**config.mk**
```make
export PLATFORM = sky130hd
export DESIGN_NAME = scs_top
export DESIGN_NICKNAME = d
export VERILOG_FILES = /design/src/verilog/scs_pkg.sv /design/src/verilog/scs_top.sv /design/src/verilog/scs_shifter.sv
export SDC_FILE = /design/constraint.sdc
export NUM_CORES = 1
export LEC_CHECK = 0
export ABC_AREA = 1
export ABC_CLOCK_PERIOD_IN_PS = 2000
export BUFFER_PORTS_ARGS = -buffer_cell sky130_fd_sc_hd__buf_2
export CAP_MARGIN = 5
export CORE_MARGIN = 2
export CORE_UTILIZATION = 34
export CTS_CLUSTER_SIZE = 8
export DETAILED_ROUTE_END_ITERATION = 7
export PLACE_DENSITY = 0.58
export SYNTH_ARGS = -nofsm -noshare
export SYNTH_HDL_FRONTEND = slang
export SYNTH_SLANG_ARGS = --single-unit
```
**constraint.sdc**
```tcl
create_clock -name mclk_i -period 2 [get_ports mclk_i]
set_input_delay 0.2 -clock mclk_i [delete_from_list [all_inputs] [get_ports mclk_i]]
set_output_delay 0.2 -clock mclk_i [all_outputs]
set_load 0.01 [all_outputs]
```
**src/verilog/scs_pkg.sv**
```systemverilog
// Package of constants and carrier types for the chip-select sequencer
package scs_pkg;
  localparam int          PORT_W          = 16;
  localparam int          BIT_W           = 3;
  localparam int          NUM_PORTS       = 5;
  localparam int          PORT_PINS       = 8;
  localparam logic [15:0] SELECT_OFF_MIN  = 16'h03E8;
  localparam logic        CS_INACTIVE_RST = 1'b1;
  localparam logic [7:0]  DIV_RST         = 8'h01;
  localparam logic        CPOL_RST        = 1'b0;
  localparam int          MEAS_W          = 32;
  localparam logic [31:0] MEAS_RST        = 32'h0000_0000;
  localparam logic [7:0]  BYTE_RST        = 8'h00;
  localparam logic [3:0]  BITCNT_RST      = 4'h0;

  typedef struct packed {
    logic [15:0] port_index;
    logic [2:0]  bit_index;
    logic        inactive_level;
    logic [7:0]  half_period;
    logic        clk_idle_high;
  } scs_cfg_type;

  typedef struct packed {
    logic       valid;
    logic [7:0] data;
  } scs_byte_type;

  typedef struct packed {
    logic start;
    logic stop;
    logic excite_level;
    logic detect_level;
  } scs_meas_cmd_type;
endpackage

```
**src/verilog/scs_top.sv**
```systemverilog
// Chip-select sequencer, SPI pin wiring and coarse delay measurement
// Functional notes
// - A stop command aborts any coarse delay measurement and halts it.
// - A successful measurement ends itself without needing a stop.
// - Clock on port B line one, out on C line seven, in on B zero.
// - Setup makes the chosen select pin an output at inactive level.
// - Select port index 1000 or more leaves all pins unconfigured.
// - Before each transfer the select pin goes active.
// - After the transfer completes the select pin returns inactive.
// - Select port index 1000 or more never toggles any select pin.
// - Clock rate and idle level may change between transfers.
module scs_top
  import scs_pkg::*;
(
  input  wire logic                    mclk_i,
  input  wire logic                    rst_n_i,
  input  wire logic                    setup_i,
  input  wire scs_pkg::scs_cfg_type    cfg_i,
  input  wire scs_pkg::scs_byte_type   tx_i,
  input  wire logic                    last_i,
  output logic                         tx_ready_o,
  output scs_pkg::scs_byte_type        rx_o,
  output logic                         xfer_done_o,
  input  wire logic                    port_b_line_zero_i,
  output logic                         port_b_line_one_o,
  output logic                         port_c_line_seven_o,
  output logic [NUM_PORTS*PORT_PINS-1:0] pin_o,
  output logic [NUM_PORTS*PORT_PINS-1:0] pin_oe_n_o,
  input  wire scs_pkg::scs_meas_cmd_type meas_i,
  input  wire logic                    coarse_delay_abort_i,
  input  wire logic                    monitor_pin_i,
  output logic                         excite_o,
  output logic                         meas_busy_o,
  output logic                         meas_done_o,
  output logic [MEAS_W-1:0]            meas_count_o
);
  typedef enum logic [3:0] {
    ST_IDLE   = 4'b0001,
    ST_SELECT = 4'b0010,
    ST_SHIFT  = 4'b0100,
    ST_WAIT   = 4'b1000
  } scs_state_type;

  localparam int PINS = NUM_PORTS * PORT_PINS;

  function automatic logic sel_off(input logic [15:0] port);
    sel_off = (port >= SELECT_OFF_MIN);
  endfunction

  function automatic logic [PINS-1:0] pin_mask(input logic [15:0] port,
                                               input logic [2:0]  bitn);
    logic [PINS-1:0] m;
    m = '0;
    if (port < 16'(NUM_PORTS))
      m[port[2:0]*PORT_PINS + int'(bitn)] = 1'b1;
    pin_mask = m;
  endfunction

  scs_state_type   state, next_state;
  scs_cfg_type     cfg, next_cfg;
  logic [PINS-1:0] pins, next_pins, oe_n, next_oe_n;
  logic            cs_act, next_cs_act;
  logic [7:0]      txb, next_txb;
  logic            last, next_last;
  scs_byte_type    rx, next_rx;
  logic            xdone, next_xdone;
  logic            sh_start, sh_busy, sh_done;
  logic [7:0]      sh_rx;
  logic            mon_m, mon_s;
  logic            mbusy, next_mbusy, mdone, next_mdone, exc, next_exc;
  logic            det_lvl, next_det_lvl;
  logic [MEAS_W-1:0] mcnt, next_mcnt;
  logic [PINS-1:0] msk;

  scs_shifter u_shift (
    .mclk_i        (mclk_i),
    .rst_n_i       (rst_n_i),
    .start_i       (sh_start),
    .tx_i          (txb),
    .half_period_i (cfg.half_period),
    .idle_high_i   (cfg.clk_idle_high),
    .miso_i        (port_b_line_zero_i),
    .sclk_o        (port_b_line_one_o),
    .mosi_o        (port_c_line_seven_o),
    .busy_o        (sh_busy),
    .done_o        (sh_done),
    .rx_o          (sh_rx)
  );

  assign msk        = pin_mask(cfg.port_index, cfg.bit_index);
  assign tx_ready_o = (state == ST_IDLE) && !setup_i;
  assign sh_start   = (state == ST_SELECT);

  always_comb
  begin
    next_state  = state;
    next_cfg    = cfg;
    next_pins   = pins;
    next_oe_n   = oe_n;
    next_cs_act = cs_act;
    next_txb    = txb;
    next_last   = last;
    next_rx     = rx;
    next_rx.valid = 1'b0;
    next_xdone  = 1'b0;
    case (state)
      ST_IDLE:
      begin
        if (setup_i)
        begin
          // Config only changes here, between transfers
          next_cfg = cfg_i;
          if (!sel_off(cfg_i.port_index))
          begin
            next_oe_n = oe_n & ~pin_mask(cfg_i.port_index, cfg_i.bit_index);
            next_pins = cfg_i.inactive_level
                      ? (pins | pin_mask(cfg_i.port_index, cfg_i.bit_index))
                      : (pins & ~pin_mask(cfg_i.port_index, cfg_i.bit_index));
          end
        end
        else if (tx_i.valid)
        begin
          next_txb  = tx_i.data;
          next_last = last_i;
          if (!cs_act && !sel_off(cfg.port_index))
          begin
            next_pins = cfg.inactive_level ? (pins & ~msk) : (pins | msk);
            next_cs_act = 1'b1;
          end
          next_state = ST_SELECT;
        end
      end
      ST_SELECT:
        next_state = ST_SHIFT;
      ST_SHIFT:
        next_state = ST_WAIT;
      ST_WAIT:
      begin
        if (sh_done)
        begin
          next_rx.valid = 1'b1;
          next_rx.data  = sh_rx;
          next_state    = ST_IDLE;
          if (last)
          begin
            next_xdone = 1'b1;
            if (cs_act)
            begin
              // Pin from the current config, so a setup between bytes of one select can move it
              next_pins = cfg.inactive_level ? (pins | msk) : (pins & ~msk);
              next_cs_act = 1'b0;
            end
          end
        end
      end
      default:
        next_state = ST_IDLE;
    endcase
  end

  always_ff @(posedge mclk_i or negedge rst_n_i)
  begin
    if (!rst_n_i)
    begin
      state  <= ST_IDLE;
      cfg    <= '{SELECT_OFF_MIN, 3'h0, CS_INACTIVE_RST, DIV_RST, CPOL_RST};
      pins   <= '1;
      oe_n   <= '1;
      cs_act <= 1'b0;
      txb    <= BYTE_RST;
      last   <= 1'b0;
      rx     <= '0;
      xdone  <= 1'b0;
    end
    else
    begin
      state  <= next_state;
      cfg    <= next_cfg;
      pins   <= next_pins;
      oe_n   <= next_oe_n;
      cs_act <= next_cs_act;
      txb    <= next_txb;
      last   <= next_last;
      rx     <= next_rx;
      xdone  <= next_xdone;
    end
  end

  assign pin_o       = pins;
  assign pin_oe_n_o  = oe_n;
  assign rx_o        = rx;
  assign xfer_done_o = xdone;

  // Coarse delay measurement: excite, count until the monitor pin matches
  always_ff @(posedge mclk_i or negedge rst_n_i)
  begin
    if (!rst_n_i)
    begin
      mon_m <= 1'b0;
      mon_s <= 1'b0;
    end
    else
    begin
      mon_m <= monitor_pin_i;
      mon_s <= mon_m;
    end
  end

  always_comb
  begin
    next_mbusy   = mbusy;
    next_mdone   = mdone;
    next_exc     = exc;
    next_det_lvl = det_lvl;
    next_mcnt    = mcnt;
    if (coarse_delay_abort_i || meas_i.stop)
    begin
      // Abort wins over a start in the same cycle
      next_mbusy = 1'b0;
      next_exc   = 1'b0;
    end
    else if (meas_i.start && !mbusy)
    begin
      next_mbusy   = 1'b1;
      next_mdone   = 1'b0;
      next_exc     = meas_i.excite_level;
      next_det_lvl = meas_i.detect_level;
      next_mcnt    = MEAS_RST;
    end
    else if (mbusy)
    begin
      if (mon_s == det_lvl)
      begin
        next_mbusy = 1'b0;
        next_mdone = 1'b1;
        next_exc   = 1'b0;
      end
      else
        next_mcnt = mcnt + 32'h1;
    end
  end

  always_ff @(posedge mclk_i or negedge rst_n_i)
  begin
    if (!rst_n_i)
    begin
      mbusy   <= 1'b0;
      mdone   <= 1'b0;
      exc     <= 1'b0;
      det_lvl <= 1'b0;
      mcnt    <= MEAS_RST;
    end
    else
    begin
      mbusy   <= next_mbusy;
      mdone   <= next_mdone;
      exc     <= next_exc;
      det_lvl <= next_det_lvl;
      mcnt    <= next_mcnt;
    end
  end

  assign excite_o     = exc;
  assign meas_busy_o  = mbusy;
  assign meas_done_o  = mdone;
  assign meas_count_o = mcnt;
endmodule

```
**src/verilog/scs_shifter.sv**
```systemverilog
// Byte-wide SPI shift engine with programmable clock rate and idle level
module scs_shifter
  import scs_pkg::*;
(
  input  wire logic       mclk_i,
  input  wire logic       rst_n_i,
  input  wire logic       start_i,
  input  wire logic [7:0] tx_i,
  input  wire logic [7:0] half_period_i,
  input  wire logic       idle_high_i,
  input  wire logic       miso_i,
  output logic            sclk_o,
  output logic            mosi_o,
  output logic            busy_o,
  output logic            done_o,
  output logic [7:0]      rx_o
);
  logic       busy, next_busy, done, next_done, sclk, next_sclk;
  logic [7:0] sh, next_sh, rx, next_rx, div, next_div;
  logic [3:0] edges, next_edges;
  logic       miso_m, miso_s;

  // Data line comes from a pin: two flops before use
  always_ff @(posedge mclk_i or negedge rst_n_i)
  begin
    if (!rst_n_i)
    begin
      miso_m <= 1'b0;
      miso_s <= 1'b0;
    end
    else
    begin
      miso_m <= miso_i;
      miso_s <= miso_m;
    end
  end

  always_comb
  begin
    next_busy  = busy;
    next_done  = 1'b0;
    next_sclk  = sclk;
    next_sh    = sh;
    next_rx    = rx;
    next_div   = div;
    next_edges = edges;
    if (!busy)
    begin
      next_sclk = idle_high_i;
      if (start_i)
      begin
        next_busy  = 1'b1;
        next_sh    = tx_i;
        next_div   = half_period_i;
        next_edges = BITCNT_RST;
      end
    end
    else if (div <= 8'h01)
    begin
      next_div  = half_period_i;
      next_sclk = ~sclk;
      // Even edges are leading: sample; odd edges trail: shift
      if (!edges[0])
        next_rx = {rx[6:0], miso_s};
      else
        next_sh = {sh[6:0], 1'b0};
      next_edges = edges + 4'h1;
      if (edges == 4'hF)
      begin
        next_busy = 1'b0;
        next_done = 1'b1;
      end
    end
    else
      next_div = div - 8'h01;
  end

  always_ff @(posedge mclk_i or negedge rst_n_i)
  begin
    if (!rst_n_i)
    begin
      busy  <= 1'b0;
      done  <= 1'b0;
      sclk  <= CPOL_RST;
      sh    <= BYTE_RST;
      rx    <= BYTE_RST;
      div   <= DIV_RST;
      edges <= BITCNT_RST;
    end
    else
    begin
      busy  <= next_busy;
      done  <= next_done;
      sclk  <= next_sclk;
      sh    <= next_sh;
      rx    <= next_rx;
      div   <= next_div;
      edges <= next_edges;
    end
  end

  assign sclk_o = sclk;
  assign mosi_o = sh[7];
  assign busy_o = busy;
  assign done_o = done;
  assign rx_o   = rx;
endmodule

```
==> results of run 1 <==
[layout make-up]
class | instances | area, um^2
Inverter | 166 | 623
Timing Repair Buffer | 299 | 2150
Multi-Input combinational cell | 1239 | 5720
Clock inverter | 1 | 20.0
Fill cell | 3546 | 19500
Tap cell | 455 | 569
Clock buffer | 47 | 803
Sequential cell | 204 | 5220
Antenna cell | 2 | 5.00
[cell families after synthesis]
group | after synthesis | synth area share [%]
flops | 204 | 43.5
buf+inv | 251 | 9.01
simple gates | 1043 | 38.1
compound gates | 188 | 8.61
fa+ha+maj | 4 | 0.418
xor+xnor | 4 | 0.292
[worst max-delay path, stage by stage, from the launching register on]
cell and delay [ns]:
sky130_fd_sc_hd__dfstp_2 0.54, sky130_fd_sc_hd__inv_2 0.05, sky130_fd_sc_hd__nor2_2 0.08, sky130_fd_sc_hd__nand2_2 0.06, sky130_fd_sc_hd__buf_4 0.16, sky130_fd_sc_hd__nor2_4 0.11, sky130_fd_sc_hd__buf_4 0.15
[per-layer routing]
layer  vias to the layer above  GRT usage, %  share of wire [%]
li1                       6031             -                  -
met1                      5778          30.8                 45
met2                       471          35.2                 46
met3                        58          3.18                7.8
met4                         0          5.95                2.0
met5                         -             0                  0
[where the power goes]
group / leakage (nW) / total [mW] / switching [mW] / internal, mW
registers: 2.41 / 5.53 / 0.594 / 4.94
clock network: 0.394 / 4.59 / 1.89 / 2.71
logic: 4.45 / 4.72 / 3.09 / 1.63
total: 7.25 / 14.8 / 5.57 / 9.28
[placed cells by master, fill, tap and decap left out, drive strengths merged, types with 3 or more instances in the layout]
cell	n
nor2	269
a21oi	14
clkbuf	48
dfstp	90
ha	4
nand4	98
dfrtp	114
a31oi	48
inv	162
dlygate4sd3	48
o211ai	4
nor3	28
o21ai	116
xor2	3
nand3	141
nand2	504
clkinv	5
buf	250
[timing repair]
action / in CTS / in global routing
hold buffers: 48 / 0
gates cloned: 0 / 0
resized for setup: 2 / 4
pin swaps: 0 / 2
endpoints found under the setup margin: 1 / 17
buffers inserted: 0 / 1
endpoints found under the hold margin: 128 / 0
[final timing paths]
check	from	endpoint	slack [ns]	depth (start not counted)
min reg2reg	u_shift.miso_m	u_shift.miso_s	0.35	0
max	state[0]	tx_ready_o	0.1	6
min in group asynchronous	rst_n_i	rx_o[4]	0.15	2
min	setup_i	state[0]	0.04	3
max in group asynchronous	rst_n_i	pin_oe_n_o[32]	1.17	3
max reg2reg	u_shift.div[0]	u_shift.sh[7]	0.13	12
[stage by stage]
| step | instances | util [%] |
|---|---|---|
| floorplan | 1694 | - |
| global placement | 2314 | 39.7 |
| detailed placement | 2314 | 39.7 |
| CTS | 2410 | 43.5 |
| global route | 2411 | 43.6 |
| finish | 2413 | 43.6 |
==> summary.txt, run 1 <==
Outcome
  – Status: finished clean

Setup path
  – Crit. End Element: output port
  – Critical Path Fanout Max: 5
  – WP data arrival: 1.70 ns
  – Startpoint-to-endpoint class of the critical path: reg -> out
  – Type of origin of the critical path: flip-flop
  – Data required time at the worst endpoint: around 1.8 ns

Route
  – DR vias: 12.3k
  – Routed vias/inst: between 5 and 6
  – DRC violations left: 0
  – Routed Antenna Nets: 0
  – Wirelength, routed: 40.4 mm
  – Average wire length per cell after detail routing: 16.7 um
  – Detailed router's first-iteration violation count: about 1.2k
  – TritonRoute pass-1 iters: 6

Yosys
  – Cell count after synthesis: 1694
  – Post-synthesis average cell area: 7.08 um^2
  – Share of Yosys cell area claimed by the top area cell type: 23.8%
  – Most frequent cell after synthesis: sky130_fd_sc_hd__nand2_1
  – Synth Cell Area: 12000 um^2
  – Synth top area cells: sky130_fd_sc_hd__dfrtp_1 (24%), sky130_fd_sc_hd__dfstp_2 (20%), sky130_fd_sc_hd__nand2_1 (16%), sky130_fd_sc_hd__nor2_1 (8.0%), sky130_fd_sc_hd__nand3_1 (5.4%)
  – Yosys cell types: 36
  – Post-synth ARST share: 100%
  – Biggest area consumer among synthesized cells: sky130_fd_sc_hd__dfrtp_1
  – Yosys synthesis warning count: 0
  – Net count of the mapped netlist: approximately 1.7k
  – Most used flip-flop cell after synthesis: sky130_fd_sc_hd__dfrtp_1
  – Register bit count reported by yosys: 204
  – EDFF count, synth: 0
  – Sequential-to-total area share from yosys stat: a little over two fifths
  – Synth top cells by count: sky130_fd_sc_hd__nand2_1 (498), sky130_fd_sc_hd__nor2_1 (257), sky130_fd_sc_hd__inv_1 (147)

Floorplan
  – Count of boundary I/O pins: 177
  – Die extent in x: approximately 190 um
  – Starting density of the core: 34.6%
  – Chip height: 192 um
  – Total core area: between 30000 and 40000 um^2
  – Number of cell rows: 68
  – Area of the die: 36800 um^2

Placement
  – Final weighted congestion of routability-driven global placement: 0.922
  – Placement-stage cell area: 13800 um^2
  – Hpwl dp: 28.2 mm
  – Setup WS pre-CTS: 0.152 ns
  – # port buffers: 176

Cells and area
  – Layout cells sized above 1: 22.1%
  – Number of nets in the layout: between 1.5k and 2k
  – Area added between synthesis and finish: 26.0%
  – Finished layout cell area: roughly 15000 um^2

Timing
  – Final Hold Slack: 0.0356 ns
  – Max-slew violation total from the final report: 0
  – Final critical path time including I/O delays and setup: 1.90 ns
  – Setup clock skew after layout: approximately 0.017 ns
  – Setup repair after global routing missed its margin: false
  – Timing-limited maximum frequency: 526 MHz
  – Total of endpoints with negative setup slack in the final report: 0
  – Transition at the pin with the smallest max-transition slack: 0.515 ns
  – Slew headroom: 65.6%
  – Accumulated negative setup slack: 0 ns
  – Final worst path period share: 95.1%
  – Final setup margin: 0.0990 ns
  – Final Hold Fails: 0

Clocking
  – Number of sinks driven by the clock tree: 204
  – CTS tree: built
  – CTS buffer count: 29
  – Number of buffers on the longest clock path: 3
  – Clk_lat worst skew: 0.57 ns
  – Clock-pin slew on the worst setup and hold paths: 0.05 ns
  – Clock Root Buffer: sky130_fd_sc_hd__clkbuf_16
  – CTS HTree Levels: 1

GRT
  – Wire length of the first global-routing pass: approximately 64 mm
  – GRT Residual Overflow: 0
  – Number of antenna violations at the first check in global routing: 0
  – Global-route total usage across every layer: between 20 and 25%
  – Maximum number of pins on one net before global-route repair: between 70 and 80
  – Vias in the first global route: ~12k

Run
  – Max-capacitance violation count: 0

Worst hold path
  – Hold crit path type: in -> reg

Power and ir drop
  – Worst VDD drop: 663 uV
  – P_leak: 7.25 nW
  – Total power consumption of the routed design: between 10 and 15 mW
  – Power density over the cells: 983 nW/um^2
No activity file was read; power rests on OpenSTA's default activity.
==> run 2: changes to the inputs <==
--- a/config.mk
+++ b/config.mk
@@ -13,7 +13,7 @@
 export CORE_UTILIZATION = 34
 export CTS_CLUSTER_SIZE = 8
 export DETAILED_ROUTE_END_ITERATION = 7
-export PLACE_DENSITY = 0.58
+export PLACE_DENSITY = 0.65
 export SYNTH_ARGS = -nofsm -noshare
 export SYNTH_HDL_FRONTEND = slang
 export SYNTH_SLANG_ARGS = --single-unit
==> summary.txt, run 2 (synthesized netlist as in run 1, its figures left out) <==
Setup path
  – Data required time at the worst endpoint: about 1.8 ns
  – WP data arrival: 1.71 ns
  – R2R Path Start: state[0]
  – Startpoint-to-endpoint class of the critical path: reg -> out
  – Critical Path Fanout Max: 5
  – Crit. End Element: output port
  – Worst-case reg-to-reg path depth: 12
  – Critical path origin: state[0]
  – Type of origin of the critical path: flip-flop
  – Critical path destination: tx_ready_o
  – Worst reg-to-reg setup slack: 0.13 ns

Route
  – Detailed router's first-iteration violation count: between 1k and 1.5k
  – Routed Antenna Nets: 0
  – DR vias: between 10k and 15k
  – Average wire length per cell after detail routing: 16.7 um
  – Wirelength, routed: ~40 mm
  – Routed vias/inst: 5.15
  – DRC violations left: 0
  – TritonRoute pass-1 iters: 6

Timing
  – Slew headroom: 64.1%
  – Timing-limited maximum frequency: between 500 and 600 MHz
  – Final critical path time including I/O delays and setup: 1.91 ns
  – Setup clock skew after layout: 0.0192 ns
  – Final Hold Fails: 0
  – Total of endpoints with negative setup slack in the final report: 0
  – Max-slew violation total from the final report: 0
  – Final worst path period share: 95.3%
  – Accumulated negative setup slack: 0 ns
  – Transition at the pin with the smallest max-transition slack: between 0.5 and 0.6 ns

Cells and area
  – Area added between synthesis and finish: 26.0%
  – Storage cell area: 5220 um^2
  – Total of fill cells in the finished design: 3462
  – Layout cells sized above 1: 21.9%
  – Most common library cell in the layout ignoring fill and taps: sky130_fd_sc_hd__nand2_1
  – Multi-input gate area in the final layout: 5740 um^2
  – Finished layout cell area: approximately 15000 um^2
  – Commonest cells after routing, fill and taps aside: sky130_fd_sc_hd__nand2_1 (495), sky130_fd_sc_hd__nor2_1 (252), sky130_fd_sc_hd__buf_2 (174), sky130_fd_sc_hd__inv_1 (147), sky130_fd_sc_hd__nand3_1 (130)
  – Number of nets in the layout: 1981

Clocking
  – Number of sinks driven by the clock tree: 204
  – CTS buffer count: 29
  – Number of buffers on the longest clock path: 3
  – Clock-pin slew on the worst setup and hold paths: ~0.050 ns
  – Clk_lat worst skew: 0.57 ns
  – CTS tree: built
  – Clock Root Buffer: sky130_fd_sc_hd__clkbuf_16
  – CTS HTree Levels: 1

Floorplan
  – Chip height: 192 um
  – Total core area: around 35000 um^2
  – Count of boundary I/O pins: 177
  – Area of the die: 36800 um^2
  – Starting density of the core: 34.6%
  – Die extent in x: 192 um
  – Number of cell rows: 68

Worst hold path
  – Hold crit path type: in -> reg

GRT
  – Global-route total usage across every layer: between 20% and 30%
  – GRT Residual Overflow: 0
  – Wire length of the first global-routing pass: between 60 and 70 mm
  – Number of antenna violations at the first check in global routing: 2
  – Vias in the first global route: ~12k
  – Maximum number of pins on one net before global-route repair: between 70 and 80

Power and ir drop
  – Worst VDD drop: 909 uV
  – P_leak: between 7 and 8 nW
  – Power density over the cells: between 900 and 1000 nW/um^2

Run
  – Max-capacitance violation count: 0

Placement
  – # port buffers: between 150 and 200
  – Placement-stage cell area: 13700 um^2
  – Final weighted congestion of routability-driven global placement: 0.921
  – Hpwl dp: roughly 28 mm

Outcome
  – Status: finished clean
-- run 2: cell types whose count changed in the layout (fill, tap and decap cells not counted), moves of 2 or more --
cell	previous run	this run
sky130_fd_sc_hd__buf_12	17	19
sky130_fd_sc_hd__buf_4	59	42
sky130_fd_sc_hd__buf_6	0	2
sky130_fd_sc_hd__clkbuf_16	29	31
-- run 2: worst min path at each step --
stage | depth (start not counted) | from | endpoint
detailed placement | 1 | rst_n_i | rx_o[4]
floorplan | 0 | rst_n_i | cfg[0]
global placement | 1 | rst_n_i | rx_o[4]
finish | 3 | setup_i | state[0]
global route | 3 | setup_i | state[0]
CTS | 3 | setup_i | state[0]
-- run 2: layout make-up --
cell class | instances | share of cell area, %
antenna | 1 | 0.0166
clock inverter | 2 | 0.166
multi-input combinational | 1239 | 38.0
sequential | 204 | 34.6
tap | 455 | 3.77
inverter | 166 | 4.13
clock buffer | 46 | 5.23
timing repair buffer | 288 | 14.1
-- run 2: per-stage QoR --
step                power, mW  setup slack (ns)  utilization (%)  std cells  hold slack, ns
finish                   15.0            0.0940             43.6       2401          0.0426
global route             16.0          -0.00295             43.6       2401          0.0451
CTS                      14.8           0.00309             43.2       2396          0.0149
detailed placement       10.1             0.110             39.5       2299           0.158
global placement         9.99             0.190             39.5       2299           0.148
floorplan                8.50             0.187                -       1694         -0.0956
-- run 2: power breakdown --
part / internal (mW) / leakage (nW) / switching (mW)
clock network: 2.67 / 0.391 / 1.87
registers: 4.94 / 2.41 / 0.587
logic: 1.79 / 4.43 / 3.18
total: 9.40 / 7.22 / 5.64
-- run 2: what timing repair did --
| item | CTS | global route |
|---|---|---|
| setup endpoints to repair | 1 | 51 |
| gates cloned | 0 | 2 |
| pin swaps | 1 | 5 |
| resized for setup | 1 | 10 |
| endpoints found under the hold margin | 149 | 0 |
| setup buffers | 1 | 2 |
| hold buffers | 48 | 0 |
-- run 2: per-layer routing --
layer | global-route usage, % | part of all wire [%] | routed length, um | up-vias
met2 | 34.0 | 45 | 18000 | 544
met4 | 9.67 | 4.0 | 1610 | 2
li1 | - | - | - | 6001
met1 | 29.6 | 43 | 17100 | 5707
met5 | 0 | 0.032 | 13 | -
met3 | 3.98 | 8.6 | 3460 | 109
-- run 2: critical path: stages, from the launching register on --
cell and delay (ns):
sky130_fd_sc_hd__dfstp_2 0.53, sky130_fd_sc_hd__inv_2 0.05, sky130_fd_sc_hd__nor2_2 0.11, sky130_fd_sc_hd__nand2_2 0.07
sky130_fd_sc_hd__buf_6 0.13, sky130_fd_sc_hd__nor2_4 0.13, sky130_fd_sc_hd__buf_6 0.12
